$ cat src/logic/event_counter_consts.svh
// Constants for the threshold event counter: register offsets, field layout, reset values.
// Included by the package and the design; definitions only.
`ifndef EVENT_COUNTER_CONSTS_SVH
`define EVENT_COUNTER_CONSTS_SVH
`define OFS_CTRL 12'h000
`define OFS_THRESH 12'h004
`define OFS_HYST 12'h008
`define OFS_LIMIT 12'h00C
`define OFS_RSTSEL 12'h010
`define OFS_COUNT 12'h014
`define OFS_FLAGS 12'h018
`define OFS_IRQ_STAT 12'h01C
`define OFS_IRQ_MASK 12'h020
`define OFS_FORCE 12'h024
`define OFS_CHSEL 12'h028
`define CTRL_ENABLE 0
`define CTRL_SW_CLEAR 1
`define FLAG_TRIG 0
`define FLAG_LIMIT 1
`define EV_LIMIT 0
`define EV_RESET 1
`define LIMIT_RESET 32'h00000005
`define THRESH_RESET 32'h00000001
`define HYST_RESET 32'h00000000
`define RSTSEL_RESET 32'h00000000
`define NUM_EVENTS 2
`define FB_FIRST_BIT 16
`endif

$ cat src/logic/event_counter_pkg.sv
// Types shared by the threshold event counter.
// Assumes the constants header is on the include path.
`include "event_counter_consts.svh"
package event_counter_pkg;
   typedef logic [31:0] word_t;
   typedef logic [11:0] addr_t;
   typedef enum logic [1:0] {
      ST_IDLE = 2'b00,
      ST_ACCESS = 2'b01
   } bus_state_t;
endpackage

$ cat src/logic/threshold_event_counter.sv
// Threshold trigger plus rising-edge event counter with limit flag, APB registers and one interrupt.
// Assumes an APB master on clk_sys; force samples and flags come from the same clock domain,
// digital and fieldbus inputs come from pins and are synchronised here.
// Only the first sixteen fieldbus bits are selectable as reset; channel flags have their own select.
//
// Design decisions made here: the register offsets and the APB register port.
`timescale 1ns/1ps
`include "event_counter_consts.svh"
module threshold_event_counter #(
   parameter int CNT_W = 32, // Counter width
   parameter int DIN_W = 16, // Physical digital inputs
   parameter int FB_W = 32, // Fieldbus control-word bits
   parameter int CH_W = 32, // Calculation channel flags
   parameter int DOUT_W = 16, // Digital outputs
   parameter int DOUT_SEL = 1 // Output driven by limit flag (index 1 is output two)
) (
   input wire logic clk_sys, // System clock, 200 MHz
   input wire logic rst, // Synchronous reset, active high
   input wire logic psel, // APB select
   input wire logic penable, // APB enable
   input wire logic pwrite, // APB direction
   input wire event_counter_pkg::addr_t paddr, // APB byte address
   input wire event_counter_pkg::word_t pwdata, // APB write data
   output event_counter_pkg::word_t prdata, // APB read data
   output logic pready, // APB ready
   output logic pslverr, // APB error on unmapped address
   input wire logic signed [31:0] force_value, // Measured force sample
   input wire logic force_valid, // Force sample strobe
   input wire logic [DIN_W-1:0] din_pin, // Digital input pins
   input wire logic [FB_W-1:0] fb_ctrl, // Fieldbus control word bits
   input wire logic [CH_W-1:0] chan_flags, // Flags of other channels
   output logic trigger_pulse_flag, // Trigger stage result
   output logic count_limit_flag, // Counter limit result
   output logic [DOUT_W-1:0] dout, // Digital outputs
   output logic irq // Level interrupt
);
   import event_counter_pkg::*;

   // Select word for pins and fieldbus bits; channel flags have a word of their own
   localparam int RSEL_W = DIN_W + FB_W;

   // Configuration, counter and bus state
   logic enable;
   logic signed [31:0] thresh;
   logic [31:0] hyst;
   logic [CNT_W-1:0] limit;
   logic [RSEL_W-1:0] rst_sel;
   logic [CH_W-1:0] ch_sel;
   logic [CNT_W-1:0] count;
   logic [`NUM_EVENTS-1:0] irq_stat;
   logic [`NUM_EVENTS-1:0] irq_mask;
   logic [`NUM_EVENTS-1:0] events;
   logic trig_d;
   logic sw_clear;
   logic [DIN_W-1:0] din_s1, din_s2;
   logic [FB_W-1:0] fb_s1, fb_s2;
   logic counter_reset;
   logic rise;
   logic limit_hit;
   logic signed [32:0] release_lvl;
   bus_state_t bus_st;
   logic wr_stb, rd_stb;
   logic addr_ok;
   word_t rd_mux;

   // Two-stage synchronisers on the pin and fieldbus inputs
   // Pins change anywhere in the cycle, so only the second stage is read
   always_ff @(posedge clk_sys) begin
      if (rst) begin
         din_s1 <= '0;
         din_s2 <= '0;
         fb_s1 <= '0;
         fb_s2 <= '0;
      end else begin
         din_s1 <= din_pin;
         din_s2 <= din_s1;
         fb_s1 <= fb_ctrl;
         fb_s2 <= fb_s1;
      end
   end

   // APB: two wait states so decoding and read mux stay registered
   // Ready still high blocks a second take of the same transfer
   always_ff @(posedge clk_sys) begin
      if (rst) begin
         bus_st <= ST_IDLE;
      end else begin
         case (bus_st)
            ST_IDLE: if (psel && penable && !pready) bus_st <= ST_ACCESS;
            ST_ACCESS: bus_st <= ST_IDLE;
            default: bus_st <= ST_IDLE;
         endcase
      end
   end

   assign wr_stb = (bus_st == ST_ACCESS) && psel && penable && pwrite && addr_ok;
   assign rd_stb = (bus_st == ST_ACCESS) && psel && penable && !pwrite && addr_ok;

   // Address decode and read mux
   // Unmapped offsets fall to the default and raise the error flag
   always_comb begin
      addr_ok = 1'b1;
      rd_mux = '0;
      case (paddr)
         `OFS_CTRL: rd_mux = {31'h00000000, enable};
         `OFS_THRESH: rd_mux = thresh;
         `OFS_HYST: rd_mux = hyst;
         `OFS_LIMIT: rd_mux = 32'(limit);
         `OFS_RSTSEL: rd_mux = 32'(rst_sel);
         `OFS_CHSEL: rd_mux = 32'(ch_sel);
         `OFS_COUNT: rd_mux = 32'(count);
         `OFS_FLAGS: rd_mux = {30'h00000000, count_limit_flag, trigger_pulse_flag};
         `OFS_IRQ_STAT: rd_mux = {30'h00000000, irq_stat};
         `OFS_IRQ_MASK: rd_mux = {30'h00000000, irq_mask};
         `OFS_FORCE: rd_mux = force_value;
         default: addr_ok = 1'b0;
      endcase
   end

   // Answer registered; ready stands one cycle
   always_ff @(posedge clk_sys) begin
      if (rst) begin
         pready <= 1'b0;
         pslverr <= 1'b0;
         prdata <= '0;
      end else begin
         pready <= (bus_st == ST_ACCESS) && psel && penable;
         pslverr <= (bus_st == ST_ACCESS) && psel && penable && !addr_ok;
         prdata <= ((bus_st == ST_ACCESS) && !pwrite) ? rd_mux : '0;
      end
   end

   // Configuration registers; software clear is a self-clearing pulse
   always_ff @(posedge clk_sys) begin
      if (rst) begin
         enable <= 1'b1;
         thresh <= `THRESH_RESET;
         hyst <= `HYST_RESET;
         limit <= CNT_W'(`LIMIT_RESET);
         rst_sel <= RSEL_W'(`RSTSEL_RESET);
         ch_sel <= CH_W'(`RSTSEL_RESET);
         irq_mask <= '0;
         sw_clear <= 1'b0;
      end else begin
         sw_clear <= 1'b0;
         if (wr_stb) begin
            case (paddr)
               `OFS_CTRL: begin
                  enable <= pwdata[`CTRL_ENABLE];
                  sw_clear <= pwdata[`CTRL_SW_CLEAR];
               end
               `OFS_THRESH: thresh <= pwdata;
               `OFS_HYST: hyst <= pwdata;
               `OFS_LIMIT: limit <= CNT_W'(pwdata);
               `OFS_RSTSEL: rst_sel <= RSEL_W'(pwdata);
               `OFS_CHSEL: ch_sel <= CH_W'(pwdata);
               `OFS_IRQ_MASK: irq_mask <= pwdata[`NUM_EVENTS-1:0];
               default: ;
            endcase
         end
      end
   end

   // Trigger with hysteresis; wide compare avoids wrap of threshold minus hysteresis
   // Between release level and threshold the flag keeps its last state
   assign release_lvl = 33'(thresh) - $signed({1'b0, hyst});
   always_ff @(posedge clk_sys) begin
      if (rst) begin
         trigger_pulse_flag <= 1'b0;
      end else if (force_valid) begin
         if (33'(force_value) > 33'(thresh)) begin
            trigger_pulse_flag <= 1'b1;
         end else if (33'(force_value) < release_lvl) begin
            trigger_pulse_flag <= 1'b0;
         end
      end
   end

   // Reset sources: pin inputs, the first sixteen fieldbus bits, other channel flags; each selectable
   assign counter_reset = sw_clear || |({fb_s2, din_s2} & rst_sel)
      || |(chan_flags & ch_sel);

   always_ff @(posedge clk_sys) begin
      if (rst) begin
         trig_d <= 1'b0;
      end else begin
         trig_d <= trigger_pulse_flag;
      end
   end
   // Detector resets low like the flag, so no false edge follows reset
   assign rise = trigger_pulse_flag && !trig_d;

   // Counter saturates rather than wrapping back below the limit
   // Reset wins over a coincident edge; that edge is lost, not deferred
   always_ff @(posedge clk_sys) begin
      if (rst || counter_reset) begin
         count <= '0;
      end else if (enable && rise && count != '1) begin
         count <= count + CNT_W'(1);
      end
   end

   assign limit_hit = (count >= limit);

   // Limit flag and digital output follow the count one cycle later
   // Other outputs stay low; only the selected one carries the flag
   always_ff @(posedge clk_sys) begin
      if (rst || counter_reset) begin
         count_limit_flag <= 1'b0;
         dout <= '0;
      end else begin
         count_limit_flag <= limit_hit;
         dout <= '0;
         dout[DOUT_SEL] <= limit_hit;
      end
   end

   // Events: limit reached (rising), counter reset
   // Limit event is suppressed when a reset lands in the same cycle
   assign events[`EV_LIMIT] = limit_hit && !count_limit_flag && !counter_reset;
   assign events[`EV_RESET] = counter_reset;

   // Read of the status register clears; a new event in that cycle wins
   always_ff @(posedge clk_sys) begin
      if (rst) begin
         irq_stat <= '0;
      end else begin
         irq_stat <= ((rd_stb && paddr == `OFS_IRQ_STAT) ? '0 : irq_stat) | events;
      end
   end

   // Interrupt level lags status by one cycle so the output stays a flop
   always_ff @(posedge clk_sys) begin
      if (rst) begin
         irq <= 1'b0;
      end else begin
         irq <= |(irq_stat & irq_mask);
      end
   end
endmodule

$ cat config.mk
export PLATFORM = sky130hd
export DESIGN_NAME = threshold_event_counter
export DESIGN_NICKNAME = d
export VERILOG_FILES = /design/src/logic/event_counter_pkg.sv /design/src/logic/threshold_event_counter.sv
export VERILOG_INCLUDE_DIRS = /design/src /design/src/logic
export SDC_FILE = /design/constraint.sdc
export NUM_CORES = 1
export LEC_CHECK = 0
export ABC_AREA = 1
export BUFFER_PORTS_ARGS = -buffer_cell sky130_fd_sc_hd__clkbuf_2
export CORE_UTILIZATION = 40
export CTS_CLUSTER_DIAMETER = 80
export DETAILED_ROUTE_END_ITERATION = 8
export PLACE_DENSITY = 0.64
export SYNTH_ARGS = -nofsm -noshare
export SYNTH_HDL_FRONTEND = slang
export SYNTH_SLANG_ARGS = --single-unit
export TNS_END_PERCENT = 50
$ cat constraint.sdc
create_clock -name clk_sys -period 5.4 [get_ports clk_sys]
set_input_delay 0 -clock clk_sys [delete_from_list [all_inputs] [get_ports clk_sys]]
set_output_delay 0 -clock clk_sys [all_outputs]
set_load 0.01 [all_outputs]
== Word level (Yosys, flattened, before mapping) ==
Cells that the tools add are included.
Storage, ports and cells
  register bits: 348
  bits of input ports: 162
  output and inout port bits: 53
  logic and storage cells: 95
Cells by class
  $add $sub $neg: 2
  order comparisons: 3
  equal/unequal tests: 11
  muxes and demuxes: 5
  bitwise logic cells: 8
  reductions and logical operators: 43
Operators by type and width (count)
  one-hot mux 32 bit (11 select lines): 1
  bitwise AND 48 x 32 -> 48 bit: 1
  == test 12 x 5 -> 1 bit (second input constant): 4
  OR reduction 48 bit: 1
  == test 12 x 6 -> 1 bit (second input constant): 3
  less-than comparator 32 x 33 -> 1 bit: 1
  subtractor 32 x 33 -> 33 bit: 1
  adder 32 x 1 -> 32 bit (second input constant): 1
  bitwise AND 32 bit: 1
  greater-or-equal comparator 32 bit: 1
  > comparator 32 bit: 1
  != test 32 bit (second input constant): 1
  OR reduction 32 bit: 1
  == test 12 x 4 -> 1 bit (second input constant): 2
  logical AND 1 bit: 16
  AND reduction 2 bit: 8
  == test 12 x 3 -> 1 bit (second input constant): 1
  logical NOT 12 bit: 1
  OR reduction 11 bit: 1
  logical NOT 1 bit: 6
  OR reduction 2 bit: 3
  NOT 1 bit: 4
  logical OR 1 bit: 3
  2-to-1 mux 1 bit: 3
  6 further kinds: 6

== Depth between registers and ports, before layout ==
Gate-level depths: netlist of the first run.
  word-level depth: 7
  mapped depth: 27
  mapped depth without buffers: 27

== Worst setup path before layout of the first run ==
OpenSTA, ideal clock, no wires.
  path kind: reg2reg
  start: register thresh[0]
  end: register trigger_pulse_flag
  library setup time: 0.112 ns
  arrival: 3.037 ns
  data required time: 5.288 ns
  setup slack: 2.251 ns
  cell stages (with the launch flop): 26
  buffers on the path: 0
  period minus slack after synthesis: 3.149 ns
  path through: dfxtp_1 -> inv_1 -> ha_1 -> inv_1 -> fa_1 -> nand3_1 -> nand2_1 -> a21oi_1 -> o21ai_0 -> a21oi_1 -> inv_1 -> nand3_1 -> nand2_1 -> nand2_1 -> nand2_1 -> ha_1 -> a21oi_1 -> nor2_1 -> nor3_1 -> nand2_1 -> a21oi_1 -> nand3_1 -> nand2_1 -> nand3_1 -> nand2_1 -> nand2_1
On the way
  cells in the longest elaborated chain, start to end: 4
  elaborated cells between the ends (all ways): 6
  those cells by class: add/sub (1); order compare (2); mux (1); reduce/logical (2)
RTL lines
  start, declared: line threshold_event_counter.sv:44  | logic signed [31:0] thresh;
  start signal, assigned: line threshold_event_counter.sv:137  | thresh <= `THRESH_RESET;
  start signal, assigned: line threshold_event_counter.sv:152  | `OFS_THRESH: thresh <= pwdata;
  subtractor 32 x 33 -> 33 bit: line threshold_event_counter.sv:166  | assign release_lvl = 33'(thresh) - $signed({1'b0, hyst});
  less-than comparator 32 x 33 -> 1 bit: line threshold_event_counter.sv:173  | end else if (33'(force_value) < release_lvl) begin
  nonzero test 2 bit (no line)
  AND reduction 2 bit (no line)
  end signal, assigned: line threshold_event_counter.sv:169  | trigger_pulse_flag <= 1'b0;
  end signal, assigned: line threshold_event_counter.sv:172  | trigger_pulse_flag <= 1'b1;
  end signal, assigned: line threshold_event_counter.sv:174  | trigger_pulse_flag <= 1'b0;
  end, declared: line threshold_event_counter.sv:32  | output logic trigger_pulse_flag,
Several ways; a longest one is shown, not always the timed one.
A chain may end at the register's enable or synchronous reset.

== Worst setup path after layout of the first run ==
Ends and elaborated chain as after synthesis.

==> results of run 1 <==
==> per-stage QoR <==
stage | util | power [mW] | hold WS, ps | setup slack [ps]
after floorplan | - | 2.42 | 107 | 2250
after CTS | 0.491 | 5.19 | 4.73 | 1340
after global routing | 0.491 | 5.32 | 44.1 | 1010
final | 0.491 | 5.17 | 18.1 | 1330
after detailed placement | 0.436 | 2.56 | 195 | 1370
after global placement | 0.436 | 2.55 | 193 | 1370
==> layout by cell type, fill, tap and decap left out, types with 5 or more instances in the layout <==
cell type / n
nand3_1: 50
o21ai_0: 82
inv_1: 366
dfxtp_1: 301
a211oi_1: 14
a31oi_1: 5
conb_1: 15
ha_1: 129
nand2_1: 611
xor2_1: 14
clkbuf_8: 9
a21oi_1: 141
buf_4: 10
o21ai_1: 11
nor2_1: 565
o22ai_1: 63
nor3_1: 26
clkbuf_16: 37
dlygate4sd3_1: 103
o21a_1: 9
clkbuf_2: 183
nand4_1: 36
xnor2_1: 13
nor4_1: 13
nor3b_1: 10
==> routing by layer <==
metal | routed length [µm] | up-vias
li1 | - | 8710
met1 | 28000 | 8172
met2 | 27900 | 769
met3 | 5620 | 124
met4 | 2520 | 0
met5 | 0 | -
==> cell families after synthesis <==
| kind of cell | share of synthesized area |
|---|---|
| AO/OA/AOI/OAI | 0.114 |
| XOR/XNOR | 0.0138 |
| adder cells (fa/ha/maj) | 0.0952 |
| buffers and inverters | 0.110 |
| flip-flops | 0.351 |
| other | 0.000218 |
| AND/OR/NAND/NOR | 0.316 |
==> critical path, delay by kind of cell, from the launching register on <==
kind / cells / cell delay [ps]
AND/OR/NAND/NOR: 14 / 1200
buffers and inverters: 3 / 260
AO/OA/AOI/OAI: 5 / 1250
adder cells (fa/ha/maj): 3 / 900
flip-flops: 1 / 330
==> flip-flops by register name, summed over array words and instances, names as in the netlist, 16 cells and up <==
register,count
fb_s1,16
thresh,32
hyst,32
prdata,32
limit,32
din_s2,16
din_s1,16
count,32
ch_sel,32
fb_s2,16
rst_sel,32
==> what timing repair did <==
item,4_1_cts,5_1_grt
setup buffers,0,0
hold endpoints to repair,233,0
hold buffers,103,0
==> power by group <==
group	leakage (nW)	switching, mW	total [mW]	internal (mW)
Sequential	2.44	0.00953	2.26	2.25
Clock	0.615	1.06	2.60	1.54
Combinational	7.35	0.186	0.318	0.132
==> final timing paths <==
check | start | endpoint | slack (ps)
hold reg to reg | fb_s1[2] | fb_s2[2] | 390
setup / recovery | thresh[0] | trigger_pulse_flag | 1330
setup reg to reg | thresh[0] | trigger_pulse_flag | 1330
hold / removal | paddr[6] | enable | 20
==> layout make-up <==
cell class / instances / area (µm²) / share of cell area
clock buffer: 50 / 1060 / 0.0515
clock inverter: 15 / 189 / 0.00914
inverter: 370 / 1390 / 0.0673
multi-input combinational: 1852 / 9300 / 0.450
sequential: 301 / 6030 / 0.292
tap: 539 / 674 / 0.0326
timing repair buffer: 296 / 2020 / 0.0978
==> flow_summary.yaml, run 1 <==
clock_tree:
  cts-root-buf: "clkbuf_16"
  cts_max_path_buffers: 3
  clkLatencyLatePin_ps: 580
  tritoncts: "done"
  cts_buffers: 37
  cts_htree_levels: 2
  cts_sinks: 301
  clk_pin_slew_worst_paths_ps: 60
  cts_resized: 0
synthesis:
  synth_commonest_cells: "611 x nand2_1, 565 x nor2_1, 367 x inv_1"
  syn_area_mm2: 0.0172
  ys_seq_elements: 301
  yosys_warnings: 0
  synthTopCellsByArea: "dfxtp_1 35%, nand2_1 13%, nor2_1 12%"
  async_flop_share: 0
  yosysMostFrequentCell: "nand2_1"
  synth_edf_count: 0
  syn_inst: 2605
  ys.flop_type: "dfxtp_1"
  yosysSeqAreaShare: 0.351
  ys_types: 47
  yosysTopAreaCell: "dfxtp_1"
  avgSynthCellArea_um2: 6.59
  synth.top_cell.area_share: 0.351
floorplan:
  io_pins: 215
  row_count: 75
  core-area_mm2: 0.0421
  dieArea_mm2: 0.0438
  dieWidth_um: 209
  fp.dieH_um: 209
  start_util: 0.407
routing:
  drc: 0
  drt_wl_total_mm: 64.0
  via_per_inst: 5.19
  via_count: 17800
  drtIter0Drc: 1511
  drt_pass1_iterations: 7
  avgRoutedWirePerCell_um: 18.7
  postRouteAntennaNets: 0
timing:
  slew_headroom: 0.206
  slew_violations: 0
  hold_viol: 0
  skew_ps: 32.7
  fin_crit_ps: 4070
  period_share: 0.753
  fin_tns_setup_ps: 0
  finalSetupViolCount: 0
  rsz0062_at_grt: "false"
  fmax_mhz: 246
  max_slew.worst_pin.slew_ps: 1190
worst_setup_path:
  crit_slowest_cell: "fa_1"
  path_class: "reg2reg"
  r2r.worst_path.cells: 25
  cpMostUsedCell: "nand2_1"
  start_kind: "flip-flop"
  slowest_delay_ps: 410
  arrival_ps: 4520
  worst_ep_required_time_ps: 5850
  path_max_fanout: 3
  cp-end-kind: "flip-flop"
cells_and_area:
  diodes: 0
  finalNetCount: 3150
  fillCellCount: 4303
  final_cells: 3423
  drive_gt1_frac: 0.0947
  syn_to_final_growth_pct: 20.4
  stdcell_area_mm2: 0.0207
global_route:
  grt_pass1_wl_mm: 96.6
  gr-usage-met3: 0.0528
  antenna_found_initial: 0
  grt_overflow: 0
  gr-usage-all-layers: 0.291
  met2_usage: 0.458
  grt_max_degree: 74
  top_usage_layer: "met2"
  use_met1: 0.393
  grt_pass1_vias: 16900
place:
  portBuffers: 183
  dpl_cell_area_mm2: 0.0184
  gp_congestion: 0.982
  dpl.hpwl_mm: 47.6
  place_inst: 3255
worst_hold_path:
  hold_class: "in2reg"
  min_path_cells: 7
power:
  power_leakage_nw: 10.4
  peakVddDrop_mv: 0.228
  powerDensity_mw_per_mm2: 250
job:
  maxCapViolations: 0
run_status:
  outcome: "completed"
Power figures use the tool's default switching activity.
==> inputs of run 2 (changes only) <==
Clock period 5.4 ns to 3.9 ns, I/O delays scaled along.
==> flow_summary.yaml, run 2 (same netlist as run 1, synthesis figures left out) <==
worst_setup_path:
  path_max_fanout: 4
  r2r-end: "trigger_pulse_flag"
  cp_top_family: "simple AND/OR/NAND/NOR gates"
  critPathBufInv: 4
  start_kind: "flip-flop"
  cp-end-kind: "flip-flop"
  worst_ep_required_time_ps: 4350
  r2r.worst_path.cells: 26
  cpMostUsedCell: "nand2_1"
  arrival_ps: 4060
  path_class: "reg2reg"
  r2r-start: "thresh[0]"
  slowest_delay_ps: 400
  crit_slowest_cell: "fa_1"
  rrSetupSlack_ps: 290
cells_and_area:
  diodes: 0
  final_common_cell: "nand2_1"
  syn_to_final_growth_pct: 21.0
  layout_common_cells: "609 x nand2_1, 564 x nor2_1, 366 x inv_1"
  drive_gt1_frac: 0.100
  finalNetCount: 3161
power:
  power_mw: 7.09
  peakVddDrop_mv: 0.330
  power_leakage_nw: 10.5
  powerDensity_mw_per_mm2: 341
clock_tree:
  cts-root-buf: "clkbuf_16"
  clkLatencyLatePin_ps: 570
  cts_buffers: 36
  cts_htree_levels: 2
  cts_max_path_buffers: 3
  clk_pin_slew_worst_paths_ps: 60
  cts_sinks: 301
  tritoncts: "done"
global_route:
  grt_max_degree: 91
  grt_overflow: 0
  gr-usage-all-layers: 0.295
  grt_pass1_wl_mm: 97.6
  antenna_found_initial: 0
  grt_pass1_vias: 16600
floorplan:
  row_count: 75
  core-area_mm2: 0.0421
  fp.dieH_um: 209
  dieWidth_um: 209
  start_util: 0.407
  dieArea_mm2: 0.0438
  io_pins: 215
timing:
  slew_violations: 0
  fin_tns_setup_ps: 0
  finalSetupViolCount: 0
  fin_crit_ps: 3610
  hold_viol: 0
  period_share: 0.925
  slew_headroom: 0.288
  max_slew.worst_pin.slew_ps: 1070
  fmax_mhz: 277
  skew_ps: 17.7
  rsz0062_at_grt: "false"
place:
  portBuffers: 183
  dpl.hpwl_mm: 49.1
  gp_congestion: 0.948
worst_hold_path:
  hold_path_end: "prdata[19]"
  min_from: "force_value[19]"
  hold_class: "in2reg"
  min_path_cells: 5
routing:
  drtIter0Drc: 1514
  drt_pass1_iterations: 6
  avgRoutedWirePerCell_um: 19.0
  drc: 0
  postRouteAntennaNets: 0
  via_per_inst: 5.16
  via_count: 17700
  drt_wl_total_mm: 65.1
run_status:
  outcome: "completed"
job:
  maxCapViolations: 0
## run 2: cell count changes in the layout (fill, tap and decap cells not counted), sizes merged
cell    delta
buf       +12
inv        -3
clkinv     +2
clkbuf     -1
## run 2: area by class of cell
type	instances	area, µm²
Clock inverter	14	188
Inverter	370	1390
Clock buffer	49	1040
Multi-Input combinational cell	1852	9330
Timing Repair Buffer	308	2120
Sequential cell	301	6030
Tap cell	539	674
Fill cell	4213	21400
## run 2: how the worst max path moves through the flow
stage,to,start,slack (ps),cells after the start
6_report,trigger_pulse_flag,thresh[0],290,26
5_1_grt,trigger_pulse_flag,thresh[0],3,26
4_1_cts,trigger_pulse_flag,thresh[0],130,26
3_5_place_dp,trigger_pulse_flag,thresh[0],110,26
3_3_place_gp,trigger_pulse_flag,thresh[0],140,26
2_1_floorplan,trigger_pulse_flag,thresh[0],750,25
## run 2: per-layer routing
| layer | wire length [µm] | track usage | vias to the layer above |
|---|---|---|---|
| met2 | 28100 | 0.457 | 757 |
| li1 | - | - | 8738 |
| met3 | 4990 | 0.0386 | 143 |
| met4 | 2840 | 0.137 | 0 |
| met5 | 0 | 0 | - |
| met1 | 29200 | 0.407 | 8082 |
## run 2: worst reg2reg max path, stage by stage, from the launching register on
cell and delay (ps):
dfxtp_1 320, inv_1 80, ha_2 210, inv_1 80, fa_1 400, nand3_1 100, nand2_2 100, buf_4 160
nand3_1 60, nand2_1 80, a21o_1 230, nand2_1 80, nand2_2 100, inv_1 70, nor2_1 40, o21ai_0 130
nand2_1 70, ha_1 290, nand2_1 90, nor2_2 130, nand4_1 100, nor2_1 140, o211ai_1 130, nand4_1 110
nand3_1 90, nand2_1 70, nand2_1 50
## run 2: where the power goes
part           switching (mW)  internal (mW)
sequential             0.0127           3.11
combinational           0.262          0.184
clock                    1.45           2.08
total                    1.72           5.37
## run 2: through the flow
stage          cells  area (µm²)  hold slack (ps)  worst slack (ps)   util
6_report        3433       20800             37.6               292  0.493
5_1_grt         3433       20800             60.4              2.88  0.493
4_1_cts         3432       20700             8.40               126  0.492
3_5_place_dp    3266       18500              196               110  0.439
3_3_place_gp    3266       18500              193               143  0.439
2_1_floorplan   2619       17200              107               751      -
## run 2: what timing repair did
action                     4_1_cts  5_1_grt
buffers inserted                 0        1
setup endpoints to repair        0        1
hold endpoints to repair       234        0
gates resized for setup          0       10
hold buffers                   103        0
==> inputs of run 3 (changes only) <==
Settings changed: ABC_AREA 1 to 0.
==> flow_summary.yaml, run 3 <==
clock_tree:
  cts_max_path_buffers: 3
  cts_sinks: 301
  cts_buffers: 34
  clk_pin_slew_worst_paths_ps: 60
  tritoncts: "done"
  cts_htree_levels: 2
  cts-root-buf: "clkbuf_16"
  clkLatencyLatePin_ps: 530
job:
  maxCapViolations: 0
power:
  peakVddDrop_mv: 0.306
  p_switching_mw: 1.59
  switching_share: 0.232
  clkPwrFrac: 0.478
  p_seq_frac: 0.454
  intPower_mw: 5.29
  p_comb_frac: 0.068
  powerDensity_mw_per_mm2: 344
  power_leakage_nw: 7.87
synthesis:
  yosysTopAreaCell: "dfxtp_1"
  ys_seq_elements: 301
  async_flop_share: 0
  syn_inst: 1923
  ys.flop_type: "dfxtp_1"
  yosysSeqAreaShare: 0.386
  synth.top_cell.area_share: 0.386
  yosys_warnings: 0
  yosysMostFrequentCell: "nand2_1"
  ys_types: 69
  synthTopCellsByArea: "dfxtp_1 39%, ha_1 10%, nand2_1 9.3%"
  avgSynthCellArea_um2: 8.12
  synth_edf_count: 0
  synth_commonest_cells: "385 x nand2_1, 301 x dfxtp_1, 240 x a21oi_1"
  syn_area_mm2: 0.0156
global_route:
  antenna_found_initial: 0
  gr-usage-all-layers: 0.290
  grt_overflow: 0
  grt_pass1_wl_mm: 86.9
  grt_pass1_vias: 14900
  grt_max_degree: 96
worst_setup_path:
  cp_cell_sequence: "inv_2, ha_4, inv_2, fa_2, a211oi_2, o21bai_2, and3_4, o21ai_4, o311ai_2, a31o_2, a211o_1, a2111oi_4, a211o_1, ha_4, nand4_1, nor2_2, nand2_2, nor2_1, a2111o_1, a21oi_2, mux2i_1, nand2_1, o2bb2ai_2"
  arrival_ps: 4810
  slowest_delay_ps: 350
  cp-end-kind: "flip-flop"
  path_class: "reg2reg"
  worstSetupStartpoint: "thresh[0]"
  r2r-start: "thresh[0]"
  r2r.worst_path.cells: 23
  crit_end: "trigger_pulse_flag"
  path_max_fanout: 4
  worst_ep_required_time_ps: 4300
  start_kind: "flip-flop"
  cp_num_cells: 23
  crit_slowest_cell: "fa_2"
  r2r-end: "trigger_pulse_flag"
  rrSetupSlack_ps: -500
  cp_top_family: "compound AO/OA/AOI/OAI gates"
  critPathBufInv: 2
routing:
  drt_wl_total_mm: 58.3
  via_per_inst: 5.54
  drtIter0Drc: 1888
  via_count: 15600
  postRouteAntennaNets: 0
  avgRoutedWirePerCell_um: 20.8
  drc: 0
  drt_pass1_iterations: 9
timing:
  slew_violations: 0
  rsz0062_at_grt: "true"
  period_share: 1.13
  hold_viol: 0
  fmax_mhz: 227
  finalSetupViolCount: 1
  fin_ws_ps: -502
  max_slew.worst_pin.slew_ps: 994
  slew_headroom: 0.337
  skew_ps: 24.1
  timing.hold.ws_ps: 15.3
  fin_crit_ps: 4400
cells_and_area:
  finalNetCount: 2561
  final_common_cell: "nand2_1"
  drive_gt1_frac: 0.172
  syn_to_final_growth_pct: 28.0
  diodes: 0
  layout_common_cells: "384 x nand2_1, 298 x dfxtp_1, 239 x a21oi_1"
  final_cells: 2810
place:
  place_inst: 2646
  gp_congestion: 0.975
  portBuffers: 183
  dp_slack_ps: -502
  dpl.hpwl_mm: 43.5
floorplan:
  dieWidth_um: 200
  io_pins: 215
  start_util: 0.405
  core-area_mm2: 0.0386
  dieArea_mm2: 0.0398
  fp.dieH_um: 200
  row_count: 72
run_status:
  violations: "setup timing"
  outcome: "complete, but fails checks"
worst_hold_path:
  hold_class: "in2reg"
-- run 3: final cells by class --
| cell class | instances | area [µm²] |
|---|---|---|
| fill | 3651 | 18600 |
| multi-input combinational | 1418 | 8920 |
| sequential | 301 | 6030 |
| timing repair buffer | 409 | 2880 |
| clock buffer | 46 | 947 |
| tap | 518 | 648 |
| inverter | 105 | 394 |
| clock inverter | 13 | 180 |
-- run 3: worst min-delay path by stage --
stage,start,to,slack [ps],cells past startpoint
final,force_value[24],prdata[24],20,3
after global placement,din_pin[1],din_s1[1],210,2
after CTS,force_value[21],prdata[21],10,3
after detailed placement,din_pin[2],din_s1[2],210,2
after floorplan,psel,bus_st[0],120,2
after global routing,force_value[8],prdata[8],9,3
-- run 3: cell families after synthesis --
kind of cell / Yosys count / share of synthesized area
compound gates: 480 / 0.195
xor+xnor: 55 / 0.0308
fa+ha+maj: 130 / 0.105
buf+inv: 218 / 0.0573
flops: 301 / 0.386
mux: 38 / 0.0244
other cells: 1 / 0.000240
simple gates: 700 / 0.202
-- run 3: worst min-delay path, delay by kind of cell --
kind | cells | cell delay [ps]
AO/OA/AOI/OAI | 2 | 300
buffers and inverters | 1 | 180
-- run 3: timing repair --
item / in CTS / in global routing
hold buffers: 104 / 0
resized for setup: 3 / 13
setup endpoints to repair: 1 / 1
hold endpoints to repair: 229 / 0
buffers inserted: 0 / 1
pin swaps: 2 / 13
-- run 3: metrics by stage --
step                      area (µm²)  setup TNS [ps]   util  power, mW
after floorplan                15700           -64.5      -       3.36
after global placement         17700            -399  0.460       3.56
after detailed placement       17700            -502  0.460       3.56
after CTS                      19900            -501  0.516       6.88
after global routing           20000            -699  0.519       7.05
final                          20000            -502  0.519       6.88
-- run 3: metal layers --
metal | GRT usage | routed length (µm) | vias to the layer above
li1 | - | - | 7359
met1 | 0.386 | 23900 | 7262
met2 | 0.445 | 25500 | 812
met3 | 0.0682 | 6340 | 132
met4 | 0.126 | 2610 | 0
met5 | 0 | 0 | -
-- run 3: power groups by stage --
stage	Clock [mW]	Sequential, mW	Combinational [mW]
after floorplan	0	3.19	0.178
after global placement	0	3.19	0.367
after detailed placement	0	3.19	0.373
after CTS	3.30	3.12	0.453
after global routing	3.43	3.12	0.500
final	3.29	3.12	0.468
